==> src/hw/sdc_pkg.sv <==
// What this block does
// - Sixteen-bit checksum register, readable and writable
// - Seven-bit mode keeps checksum in bits 6:0
// - Data read returns byte, empties receive FIFO
// - Data write starts transfer of programmed bit length when no frame or DMA block runs
// - Transmit base address sixteen bits, resets zero
// - Transmit count eleven bits, resets zero
// - Receive base address sixteen bits, resets zero
// - Receive count eleven bits, resets zero
// - Two-bit select picks checksum polynomial
// - Checksum clear presets ones, reads zero
// - Block transfer completion sets interrupt flag
`default_nettype none
package sdc_pkg;
  // ==========================================================
  // Register indices (printed offsets are not word multiples)
  localparam logic [15:0] IDX_DATA     = 16'hc0d6;
  localparam logic [15:0] IDX_TX_BASE  = 16'hc0d8;
  localparam logic [15:0] IDX_TX_LEN   = 16'hc0da;
  localparam logic [15:0] IDX_RX_BASE  = 16'hc0dc;
  localparam logic [15:0] IDX_RX_LEN   = 16'hc0de;
  localparam logic [15:0] IDX_CRC_VAL  = 16'hc0d4;
  localparam logic [15:0] IDX_CTRL     = 16'hc0e8;
  localparam logic [15:0] IDX_STATUS   = 16'hc0ea;
  localparam logic [15:0] IDX_IRQ_MASK = 16'hc0ec;
  localparam logic [15:0] IDX_DMA_CMD  = 16'hc0ee;
  // ==========================================================
  // Control register fields
  localparam int CTRL_LEN_LSB  = 0;  // Transmit bit length - 1, 3 bits
  localparam int CTRL_POLY_LSB = 4;  // Polynomial select, 2 bits
  localparam int CTRL_CRC_EN   = 6;
  localparam int CTRL_CRC_CLR  = 7;  // Self clearing
  localparam int CTRL_RX_CRC   = 8;
  localparam int CTRL_DIV_LSB  = 9;  // Serial clock half period divider, 4 bits
  // Status / mask bits
  localparam int ST_RX   = 0;
  localparam int ST_TX   = 1;
  localparam int ST_BLK  = 2;
  localparam int ST_OVF  = 3;
  localparam int ST_BUSY = 4;
  // DMA command bits
  localparam int CMD_TX_GO = 0;
  localparam int CMD_RX_GO = 1;
  // ==========================================================
  // Reset values and encodings
  localparam logic [15:0] CRC_RESET   = 16'hffff;
  localparam logic [15:0] CTRL_RESET  = 16'h0207;
  localparam logic [1:0]  POLY_CCITT  = 2'h0;
  localparam logic [1:0]  POLY_SEVEN  = 2'h1;
  localparam logic [1:0]  POLY_ALT    = 2'h2;
  localparam logic [15:0] TAPS_CCITT  = 16'h1021;
  localparam logic [15:0] TAPS_SEVEN  = 16'h0009;
  localparam logic [15:0] TAPS_ALT    = 16'h8005;
  localparam int          FIFO_DEPTH  = 8;
  typedef enum logic [1:0] {SDC_IDLE, SDC_LOW, SDC_HIGH} sdc_shift_t;
  typedef enum logic [1:0] {SDC_DIDLE, SDC_DREQ, SDC_DSHIFT} sdc_dma_t;
endpackage : sdc_pkg
`default_nettype wire

==> src/hw/sdc_crc.sv <==
`default_nettype none
// ==========================================================
// Serial checksum engine, one bit per step
module sdc_crc (
  input  wire logic        mclk,
  input  wire logic        resetn,
  input  wire logic [1:0]  poly_sel,
  input  wire logic        step,
  input  wire logic        bit_in,
  input  wire logic        preset,
  input  wire logic        load,
  input  wire logic [15:0] load_val,
  output logic      [15:0] crc_q
);
  // Feedback tap from the current width's top bit
  wire        seven  = (poly_sel == sdc_pkg::POLY_SEVEN);
  wire        fb     = bit_in ^ (seven ? crc_q[6] : crc_q[15]);
  wire [15:0] taps   = (poly_sel == sdc_pkg::POLY_SEVEN) ? sdc_pkg::TAPS_SEVEN :
                       (poly_sel == sdc_pkg::POLY_ALT)   ? sdc_pkg::TAPS_ALT :
                       sdc_pkg::TAPS_CCITT;
  wire [15:0] shl    = {crc_q[14:0], 1'b0} ^ (fb ? taps : 16'h0000);
  wire [15:0] next_v = seven ? {9'h000, shl[6:0]} : shl;

  // Preset beats load beats step
  always_ff @(posedge mclk or negedge resetn) begin
    if (!resetn) crc_q <= sdc_pkg::CRC_RESET;
    else if (preset) crc_q <= sdc_pkg::CRC_RESET;
    else if (load) crc_q <= load_val;
    else if (step) crc_q <= next_v;
  end
endmodule : sdc_crc
`default_nettype wire

==> src/hw/sdc_fifo.sv <==
`default_nettype none
// ==========================================================
// Receive byte FIFO; flush empties it whole
module sdc_fifo #(
  parameter int DEPTH = sdc_pkg::FIFO_DEPTH
) (
  input  wire logic       mclk,
  input  wire logic       resetn,
  input  wire logic       push,
  input  wire logic [7:0] push_data,
  input  wire logic       pop,
  input  wire logic       flush,
  output logic      [7:0] head,
  output logic            empty,
  output logic            full
);
  localparam int AW = $clog2(DEPTH);
  if (DEPTH < 2 || (DEPTH & (DEPTH - 1)) != 0) begin : g_depth_chk
    $error("DEPTH must be power of two");
  end
  logic [7:0]  mem [DEPTH];
  logic [AW:0] wp_q;
  logic [AW:0] rp_q;
  assign empty = (wp_q == rp_q);
  assign full  = (wp_q[AW-1:0] == rp_q[AW-1:0]) && (wp_q[AW] != rp_q[AW]);
  assign head  = mem[rp_q[AW-1:0]];

  // Storage has no reset; contents are undefined until written
  always_ff @(posedge mclk) begin
    if (push && !full) mem[wp_q[AW-1:0]] <= push_data;
  end

  // Pointers
  always_ff @(posedge mclk or negedge resetn) begin
    if (!resetn) begin
      wp_q <= '0;
      rp_q <= '0;
    end else if (flush) begin
      rp_q <= wp_q + (AW+1)'(push && !full);
      wp_q <= wp_q + (AW+1)'(push && !full);
    end else begin
      if (push && !full) wp_q <= wp_q + 1'b1;
      if (pop && !empty) rp_q <= rp_q + 1'b1;
    end
  end
endmodule : sdc_fifo
`default_nettype wire

==> src/hw/sdc_top.sv <==
// The APB register port was decided locally.
`default_nettype none
// ==========================================================
// SPI data path: byte register, receive FIFO, block DMA, checksum
module sdc_top (
  input  wire logic        mclk,
  input  wire logic        resetn,
  // APB slave
  input  wire logic        psel,
  input  wire logic        penable,
  input  wire logic        pwrite,
  input  wire logic [31:0] paddr,
  input  wire logic [31:0] pwdata,
  input  wire logic [3:0]  pstrb,
  output logic      [31:0] prdata,
  output logic             pready,
  output logic             pslverr,
  // SPI master pins
  output logic             spi_sck,
  output logic             spi_mosi,
  input  wire logic        spi_miso,
  output logic             spi_ssn,
  // DMA memory port
  output logic             mem_req,
  output logic             mem_we,
  output logic      [15:0] mem_addr,
  output logic      [7:0]  mem_wdata,
  input  wire logic [7:0]  mem_rdata,
  input  wire logic        mem_ack,
  output logic             irq
);
  // ==========================================================
  // APB decode; byte address is four times the register index
  logic        pready_q, pslverr_q;
  function automatic logic hit(input logic [31:0] a, input logic [15:0] idx);
    hit = (a == {14'h0000, idx, 2'b00});
  endfunction : hit
  wire       acc      = psel && penable && !pready_q;
  wire       wr       = acc && pwrite && pstrb[0];
  wire       rd       = acc && !pwrite;
  wire       h_data   = hit(paddr, sdc_pkg::IDX_DATA);
  wire       h_txb    = hit(paddr, sdc_pkg::IDX_TX_BASE);
  wire       h_txl    = hit(paddr, sdc_pkg::IDX_TX_LEN);
  wire       h_rxb    = hit(paddr, sdc_pkg::IDX_RX_BASE);
  wire       h_rxl    = hit(paddr, sdc_pkg::IDX_RX_LEN);
  wire       h_crc    = hit(paddr, sdc_pkg::IDX_CRC_VAL);
  wire       h_ctrl   = hit(paddr, sdc_pkg::IDX_CTRL);
  wire       h_stat   = hit(paddr, sdc_pkg::IDX_STATUS);
  wire       h_mask   = hit(paddr, sdc_pkg::IDX_IRQ_MASK);
  wire       h_cmd    = hit(paddr, sdc_pkg::IDX_DMA_CMD);
  wire       mapped   = h_data | h_txb | h_txl | h_rxb | h_rxl | h_crc | h_ctrl |
                        h_stat | h_mask | h_cmd;

  // ==========================================================
  // Registers
  logic [31:0] prdata_q;
  logic [15:0] tx_base_q, rx_base_q, ctrl_q;
  logic [10:0] tx_len_q, rx_len_q;
  logic [4:0]  stat_q, mask_q;
  logic        irq_q;
  logic [7:0]  tx_byte_q;
  logic        pio_go_q;
  logic [15:0] crc_val;
  logic [7:0]  fifo_head;
  logic        fifo_empty, fifo_full;

  wire [2:0] bit_len  = ctrl_q[sdc_pkg::CTRL_LEN_LSB +: 3];
  wire [1:0] poly_sel = ctrl_q[sdc_pkg::CTRL_POLY_LSB +: 2];
  wire [3:0] div      = ctrl_q[sdc_pkg::CTRL_DIV_LSB +: 4];

  // ==========================================================
  // Pin synchroniser for the returning data line
  logic miso_s1_q, miso_s2_q;
  always_ff @(posedge mclk or negedge resetn) begin
    if (!resetn) {miso_s1_q, miso_s2_q} <= 2'b00;
    else {miso_s2_q, miso_s1_q} <= {miso_s1_q, spi_miso};
  end

  // ==========================================================
  // Serial shifter: mode 0, MSB first, programmable length
  sdc_pkg::sdc_shift_t sh_q;
  logic [3:0] divcnt_q;
  logic [2:0] bitcnt_q;
  logic [7:0] sh_tx_q, sh_rx_q;
  logic       sck_q, ssn_q, mosi_q, done_q, sh_dma_q;
  wire        tick     = (divcnt_q == div);
  wire        sh_idle  = (sh_q == sdc_pkg::SDC_IDLE);
  wire        last_bit = (bitcnt_q == bit_len);
  wire        sample   = (sh_q == sdc_pkg::SDC_LOW) && tick;
  wire        crc_bit  = ctrl_q[sdc_pkg::CTRL_RX_CRC] ? miso_s2_q : sh_tx_q[7];
  wire [7:0]  rx_next  = {sh_rx_q[6:0], miso_s2_q};

  // ==========================================================
  // DMA engine; one shifter frame per byte
  sdc_pkg::sdc_dma_t dma_q;
  logic        dma_tx_q;
  logic [15:0] dma_addr_q;
  logic [10:0] dma_left_q;
  logic [7:0]  dma_byte_q;
  logic        dma_start_q;
  logic        store_q;
  wire         cmd_tx   = wr && h_cmd && pwdata[sdc_pkg::CMD_TX_GO];
  wire         cmd_rx   = wr && h_cmd && pwdata[sdc_pkg::CMD_RX_GO] && !cmd_tx;
  wire         dma_idle = (dma_q == sdc_pkg::SDC_DIDLE);
  wire         pio_wr   = wr && h_data && dma_idle;
  // A byte counts as moved once shifted (transmit) or stored (receive)
  wire         dma_step = (dma_q == sdc_pkg::SDC_DSHIFT) &&
                          (dma_tx_q ? done_q : (store_q && mem_ack));
  wire         blk_done = dma_step && (dma_left_q == 11'h001);

  always_ff @(posedge mclk or negedge resetn) begin
    if (!resetn) begin
      sh_q     <= sdc_pkg::SDC_IDLE;
      divcnt_q <= 4'h0;
      bitcnt_q <= 3'h0;
      sh_tx_q  <= 8'h00;
      sh_rx_q  <= 8'h00;
      sck_q    <= 1'b0;
      ssn_q    <= 1'b1;
      mosi_q   <= 1'b0;
      done_q   <= 1'b0;
      sh_dma_q <= 1'b0;
    end else begin
      done_q   <= 1'b0;
      divcnt_q <= (tick || sh_idle) ? 4'h0 : divcnt_q + 4'h1;
      case (sh_q)
        sdc_pkg::SDC_IDLE: if (pio_go_q || dma_start_q) begin
          sh_q     <= sdc_pkg::SDC_LOW;
          sh_dma_q <= dma_start_q;
          sh_tx_q  <= dma_start_q ? dma_byte_q : tx_byte_q;
          mosi_q   <= dma_start_q ? dma_byte_q[7] : tx_byte_q[7];
          ssn_q    <= 1'b0;
          bitcnt_q <= 3'h0;
        end
        sdc_pkg::SDC_LOW: if (tick) begin
          sck_q   <= 1'b1;
          sh_rx_q <= rx_next;
          sh_q    <= sdc_pkg::SDC_HIGH;
        end
        sdc_pkg::SDC_HIGH: if (tick) begin
          sck_q <= 1'b0;
          if (last_bit) begin
            sh_q   <= sdc_pkg::SDC_IDLE;
            ssn_q  <= 1'b1;
            done_q <= 1'b1;
          end else begin
            sh_q     <= sdc_pkg::SDC_LOW;
            bitcnt_q <= bitcnt_q + 3'h1;
            sh_tx_q  <= {sh_tx_q[6:0], 1'b0};
            mosi_q   <= sh_tx_q[6];
          end
        end
        default: sh_q <= sdc_pkg::SDC_IDLE;
      endcase
    end
  end

  // DMA sequencer: fetch byte (transmit), shift, store received byte (receive), step address
  always_ff @(posedge mclk or negedge resetn) begin
    if (!resetn) begin
      dma_q       <= sdc_pkg::SDC_DIDLE;
      dma_tx_q    <= 1'b0;
      dma_addr_q  <= 16'h0000;
      dma_left_q  <= 11'h000;
      dma_byte_q  <= 8'h00;
      dma_start_q <= 1'b0;
      store_q     <= 1'b0;
    end else begin
      dma_start_q <= 1'b0;
      // Done is a pulse, so the store request is held here until acked
      store_q <= ((dma_q == sdc_pkg::SDC_DSHIFT) && !dma_tx_q && done_q) ||
                 (store_q && !mem_ack);
      case (dma_q)
        sdc_pkg::SDC_DIDLE: if ((cmd_tx && tx_len_q != 0) || (cmd_rx && rx_len_q != 0)) begin
          dma_tx_q   <= cmd_tx;
          dma_addr_q <= cmd_tx ? tx_base_q : rx_base_q;
          dma_left_q <= cmd_tx ? tx_len_q : rx_len_q;
          dma_q      <= cmd_tx ? sdc_pkg::SDC_DREQ : sdc_pkg::SDC_DSHIFT;
          dma_byte_q <= 8'hff;
          dma_start_q <= !cmd_tx;
        end
        sdc_pkg::SDC_DREQ: if (mem_ack) begin
          dma_byte_q  <= mem_rdata;
          dma_start_q <= 1'b1;
          dma_q       <= sdc_pkg::SDC_DSHIFT;
        end
        sdc_pkg::SDC_DSHIFT: if (dma_step) begin
          dma_addr_q <= dma_addr_q + 16'h0001;
          dma_left_q <= dma_left_q - 11'h001;
          if (dma_left_q == 11'h001) dma_q <= sdc_pkg::SDC_DIDLE;
          else if (dma_tx_q) dma_q <= sdc_pkg::SDC_DREQ;
          else dma_start_q <= 1'b1;
        end
        default: dma_q <= sdc_pkg::SDC_DIDLE;
      endcase
    end
  end
  // Receive store request
  wire rx_store = store_q;

  // ==========================================================
  // Memory port outputs registered
  always_ff @(posedge mclk or negedge resetn) begin
    if (!resetn) begin
      mem_req   <= 1'b0;
      mem_we    <= 1'b0;
      mem_addr  <= 16'h0000;
      mem_wdata <= 8'h00;
    end else begin
      mem_req   <= ((dma_q == sdc_pkg::SDC_DREQ) || rx_store) && !mem_ack;
      mem_we    <= rx_store;
      mem_addr  <= dma_addr_q;
      mem_wdata <= sh_rx_q;
    end
  end

  // ==========================================================
  // Receive FIFO; filled in byte mode only, any data register read empties it
  sdc_fifo #(.DEPTH(sdc_pkg::FIFO_DEPTH)) u_fifo (
    .mclk      (mclk),
    .resetn    (resetn),
    .push      (done_q && !sh_dma_q),
    .push_data (sh_rx_q),
    .pop       (1'b0),
    .flush     (rd && h_data),
    .head      (fifo_head),
    .empty     (fifo_empty),
    .full      (fifo_full)
  );

  // ==========================================================
  // Checksum engine
  sdc_crc u_crc (
    .mclk     (mclk),
    .resetn   (resetn),
    .poly_sel (poly_sel),
    .step     (sample && ctrl_q[sdc_pkg::CTRL_CRC_EN]),
    .bit_in   (crc_bit),
    .preset   (wr && h_ctrl && pwdata[sdc_pkg::CTRL_CRC_CLR]),
    .load     (wr && h_crc),
    .load_val (pwdata[15:0]),
    .crc_q    (crc_val)
  );

  // ==========================================================
  // Software registers; set beats write-one-to-clear
  wire [4:0] ev = {1'b0, done_q && !sh_dma_q && fifo_full,
                   blk_done, done_q && !sh_dma_q, done_q && !sh_dma_q};
  wire [4:0] w1c = (wr && h_stat) ? pwdata[4:0] : 5'h00;
  always_ff @(posedge mclk or negedge resetn) begin
    if (!resetn) begin
      tx_base_q <= 16'h0000;
      rx_base_q <= 16'h0000;
      tx_len_q  <= 11'h000;
      rx_len_q  <= 11'h000;
      ctrl_q    <= sdc_pkg::CTRL_RESET;
      mask_q    <= 5'h00;
      stat_q    <= 5'h00;
      tx_byte_q <= 8'h00;
      pio_go_q  <= 1'b0;
      irq_q     <= 1'b0;
    end else begin
      if (wr && h_txb) tx_base_q <= pwdata[15:0];
      if (wr && h_rxb) rx_base_q <= pwdata[15:0];
      if (wr && h_txl) tx_len_q <= pwdata[10:0];
      if (wr && h_rxl) rx_len_q <= pwdata[10:0];
      // Clear bit is never stored, so it reads zero
      if (wr && h_ctrl) ctrl_q <= pwdata[15:0] & ~(16'h0001 << sdc_pkg::CTRL_CRC_CLR);
      if (wr && h_mask) mask_q <= pwdata[4:0];
      if (pio_wr) tx_byte_q <= pwdata[7:0];
      pio_go_q <= pio_wr || (pio_go_q && !sh_idle) ? pio_wr : 1'b0;
      stat_q   <= (stat_q & ~w1c) | ev;
      irq_q    <= |((stat_q & ~w1c | ev) & mask_q);
    end
  end

  // ==========================================================
  // Read mux and single-wait APB answer
  wire [15:0] crc_rd = (poly_sel == sdc_pkg::POLY_SEVEN) ? {9'h000, crc_val[6:0]}
                                                           : crc_val;
  wire [15:0] rmux =
      h_data ? {8'h00, fifo_head} :
      h_txb  ? tx_base_q :
      h_txl  ? {5'h00, tx_len_q} :
      h_rxb  ? rx_base_q :
      h_rxl  ? {5'h00, rx_len_q} :
      h_crc  ? crc_rd :
      h_ctrl ? ctrl_q :
      h_stat ? {11'h000, !sh_idle || !dma_idle, stat_q[3:0]} :
      h_mask ? {11'h000, mask_q} : 16'h0000;
  always_ff @(posedge mclk or negedge resetn) begin
    if (!resetn) begin
      pready_q  <= 1'b0;
      pslverr_q <= 1'b0;
      prdata_q  <= 32'h0000_0000;
    end else begin
      pready_q  <= acc;
      pslverr_q <= acc && !mapped;
      prdata_q  <= rd ? {16'h0000, rmux} : 32'h0000_0000;
    end
  end

  assign prdata   = prdata_q;
  assign pready   = pready_q;
  assign pslverr  = pslverr_q;
  assign spi_sck  = sck_q;
  assign spi_mosi = mosi_q;
  assign spi_ssn  = ssn_q;
  assign irq      = irq_q;
endmodule : sdc_top
`default_nettype wire

==> config.mk <==
export PLATFORM = sky130hd
export DESIGN_NAME = sdc_top
export DESIGN_NICKNAME = d
export VERILOG_FILES = /design/src/hw/sdc_pkg.sv /design/src/hw/sdc_crc.sv /design/src/hw/sdc_fifo.sv /design/src/hw/sdc_top.sv
export SDC_FILE = /design/constraint.sdc
export NUM_CORES = 1
export LEC_CHECK = 0
export BUFFER_PORTS_ARGS = -buffer_cell sky130_fd_sc_hd__buf_2
export CAP_MARGIN = 20
export CORE_MARGIN = 2
export CORE_UTILIZATION = 35
export CTS_CLUSTER_DIAMETER = 50
export CTS_CLUSTER_SIZE = 24
export DETAILED_ROUTE_END_ITERATION = 10
export GPL_TIMING_DRIVEN = 0
export MAX_ROUTING_LAYER = met4
export PLACE_DENSITY_LB_ADDON = 0.15
export SLEW_MARGIN = 10
export SYNTH_ARGS = -nofsm -noshare
export SYNTH_HDL_FRONTEND = slang
export SYNTH_HIERARCHICAL = 1
export SYNTH_SLANG_ARGS = --single-unit
==> constraint.sdc <==
create_clock -name mclk -period 4.6 [get_ports mclk]
set_input_delay 1.38 -clock mclk [delete_from_list [all_inputs] [get_ports mclk]]
set_output_delay 1.38 -clock mclk [all_outputs]
set_load 0.02 [all_outputs]
==> results.cfg <==
[sta]
hold_viol_final = 0
worstMarginPinSlew_ns = 1.082
finalCritPeriodShare = 0.8873
final-setup-viol-count = 0
finalMaxSlewViolations = 0
fmax_mhz = 245.0
fin_skew_ns = 0.02371
relSlewSlack = 0.2763
grt_setup_unrepaired = no
period_minus_slack_ns = 4.082

[drt]
wirelength_mm = 41.90
drtIter0Drc = 794
ant_nets = 0
drtPass1Iterations = 5
via_count = 10130
vias_per_cell = 5.378
drc = 0
routedWlPerCell_um = 22.24

[clock_tree]
post_cts_buffers = 0
cts_buffers = 40
path_clk_slew_ns = 0.06
cts_max_path_buffers = 3
clock-sinks = 292
clock_latency_ns = 0.56
root_buffer = clkbuf_16
holdBufCountCts = 0
cts_tree = done
cts_max_level = 2
cts-resized-gates = 0

[synthesis]
ys_warn_count = 6
syn_area_per_cell_um2 = 12.11
postSynthCellCount = 1155
synth_area_um2 = 13980

[final_layout]
stdcell_count = 1884
num-nets-final = 1422
final_area_um2 = 16790
fin_util = 0.4245
area_delta_synth_final_pct = 20.05
drive_above_1_share = 0.2946
multi_input_area_um2 = 5911
ff_latch_area_um2 = 7654
nFillCells = 3743

[critical_path]
crit_arrival_ns = 4.52
cp.required_ns = 5.04
crit_fanout = 10
critPathKind = in -> reg
endpoint_kind = flop
critPathLaunchType = input port

[global_routing]
grt_util_all_layers = 0.2122
grt_overflow = 0
grt_pass1_wl_mm = 63.95
grt_max_degree = 107
grt_antenna_before_repair = 2
grt_pass1_vias = 10230

[place]
place_congestion = 0.9406
placed_cell_area_um2 = 15350
port_buffers = 111
placed_cells = 1811
dp_hpwl_mm = 30.18

[power]
power.leakage_nw = 7.189
ir_worst_vdd_uv = 299.2
p_per_area_nw_per_um2 = 471.4

[floorplanning]
die_area_um2 = 41570
fp.dieH_um = 203.9
start_util = 0.3536
core_area_um2 = 39550
rows = 73
die_x_um = 203.9
io_pins = 147

[min_path]
hp-class = reg -> reg

[run]
maxCapViolations = 0

[outcome]
status = completed
==> cells in the final DEF (no fill, tap or decap), types with 6 or more instances in the layout <==
cell         n
clkbuf_16   40
mux2i_1     33
a32oi_1      6
o21ai_0     40
clkbuf_1    34
nand3b_1    13
nor2_1      59
nor3_1      21
and2_1       8
and3_1      11
o22ai_1     13
a21oi_1     66
edfxtp_1    64
conb_1      17
a22oi_1     14
mux4_2      16
mux2_2     109
xor2_1      15
o22a_1      17
buf_4       19
nand3_1     24
buf_2      126
xnor2_1      8
nand2b_1    27
or3_1        6
nand4_1      8
inv_1       19
a211o_1      8
nor2b_1     13
dfrtp_1    207
o221ai_1     9
dfstp_2     21
nor4_1      17
ha_1        11
nand2_1     70
a22o_1       7
==> report_power, final <==
| group | leakage [nW] | switching [W] | internal [W] |
|---|---|---|---|
| Combinational | 2.90 | 0.000858 | 0.000592 |
| Clock | 0.690 | 0.00131 | 0.00199 |
| Sequential | 3.60 | 0.000234 | 0.00293 |
| Total | 7.19 | 0.00240 | 0.00552 |
==> critical path, cell delays in order <==
cell	delay, ns
buf_2	0.11
or4_1	0.65
nor3_1	0.73
nand2_1	0.23
clkbuf_1	0.30
nor2_1	0.54
a221oi_1	0.28
o21ai_0	0.30
==> per-layer routing <==
layer	global-route usage	routed length, um
met1	0.2876	19200
met2	0.3248	19260
met3	0.03268	2191
met4	0.07377	1249
met5	-	0
==> path summary, 6_finish.rpt <==
check / start / end / slack, ns / cells past startpoint
max: paddr[12] / prdata[4]$_DFF_PN0_ / 0.52 / 8
min: miso_s1_q$_DFF_PN0_ / miso_s2_q$_DFF_PN0_ / 0.35 / 0
max reg2reg: ctrl_q[9]$_DFFE_PN1P_ / u_crc/crc_q[5]$_DFFE_PN1P_ / 1.03 / 11
min reg2reg: miso_s1_q$_DFF_PN0_ / miso_s2_q$_DFF_PN0_ / 0.35 / 0
max in group asynchronous: resetn / u_crc/crc_q[2]$_DFFE_PN1P_ / 2.66 / 3
min in group asynchronous: resetn / prdata[4]$_DFF_PN0_ / 0.68 / 1
==> area by class of cell <==
type / instances / area share
Sequential cell: 292 / 0.4559
Clock buffer: 44 / 0.06230
Timing Repair Buffer: 115 / 0.03771
Clock inverter: 28 / 0.02318
Tap cell: 525 / 0.03913
Inverter: 19 / 0.004248
Buffer: 76 / 0.02534
Multi-Input combinational cell: 784 / 0.3521
Antenna cell: 1 / 0.0001491
==> flip-flops by register name, summed over array words and instances (netlist names), 8 cells and up <==
register	flops
u_fifo/mem	64
dma_addr_q	16
mem_addr	16
prdata	16
rx_base_q	16
tx_base_q	16
u_crc/crc_q	16
ctrl_q	15
dma_left_q	11
rx_len_q	11
tx_len_q	11
dma_byte_q	8
mem_wdata	8
sh_rx_q	8
sh_tx_q	8
tx_byte_q	8
==> per-stage QoR <==
| step | setup WS (ns) | total power, W | hold slack, ns | setup TNS [ns] |
|---|---|---|---|---|
| after floorplan | 0.7951 | 0.004158 | 0.3312 | 0 |
| after global placement | -2.230 | 0.004655 | 0.3354 | -471.26 |
| after detailed placement | 0.02478 | 0.004676 | 0.3347 | 0 |
| after CTS | 0.6051 | 0.008033 | 0.3481 | 0 |
| after global routing | 0.2254 | 0.008316 | 0.3609 | 0 |
| final | 0.5183 | 0.007914 | 0.3482 | 0 |
(Power assumes the default switching activity.)
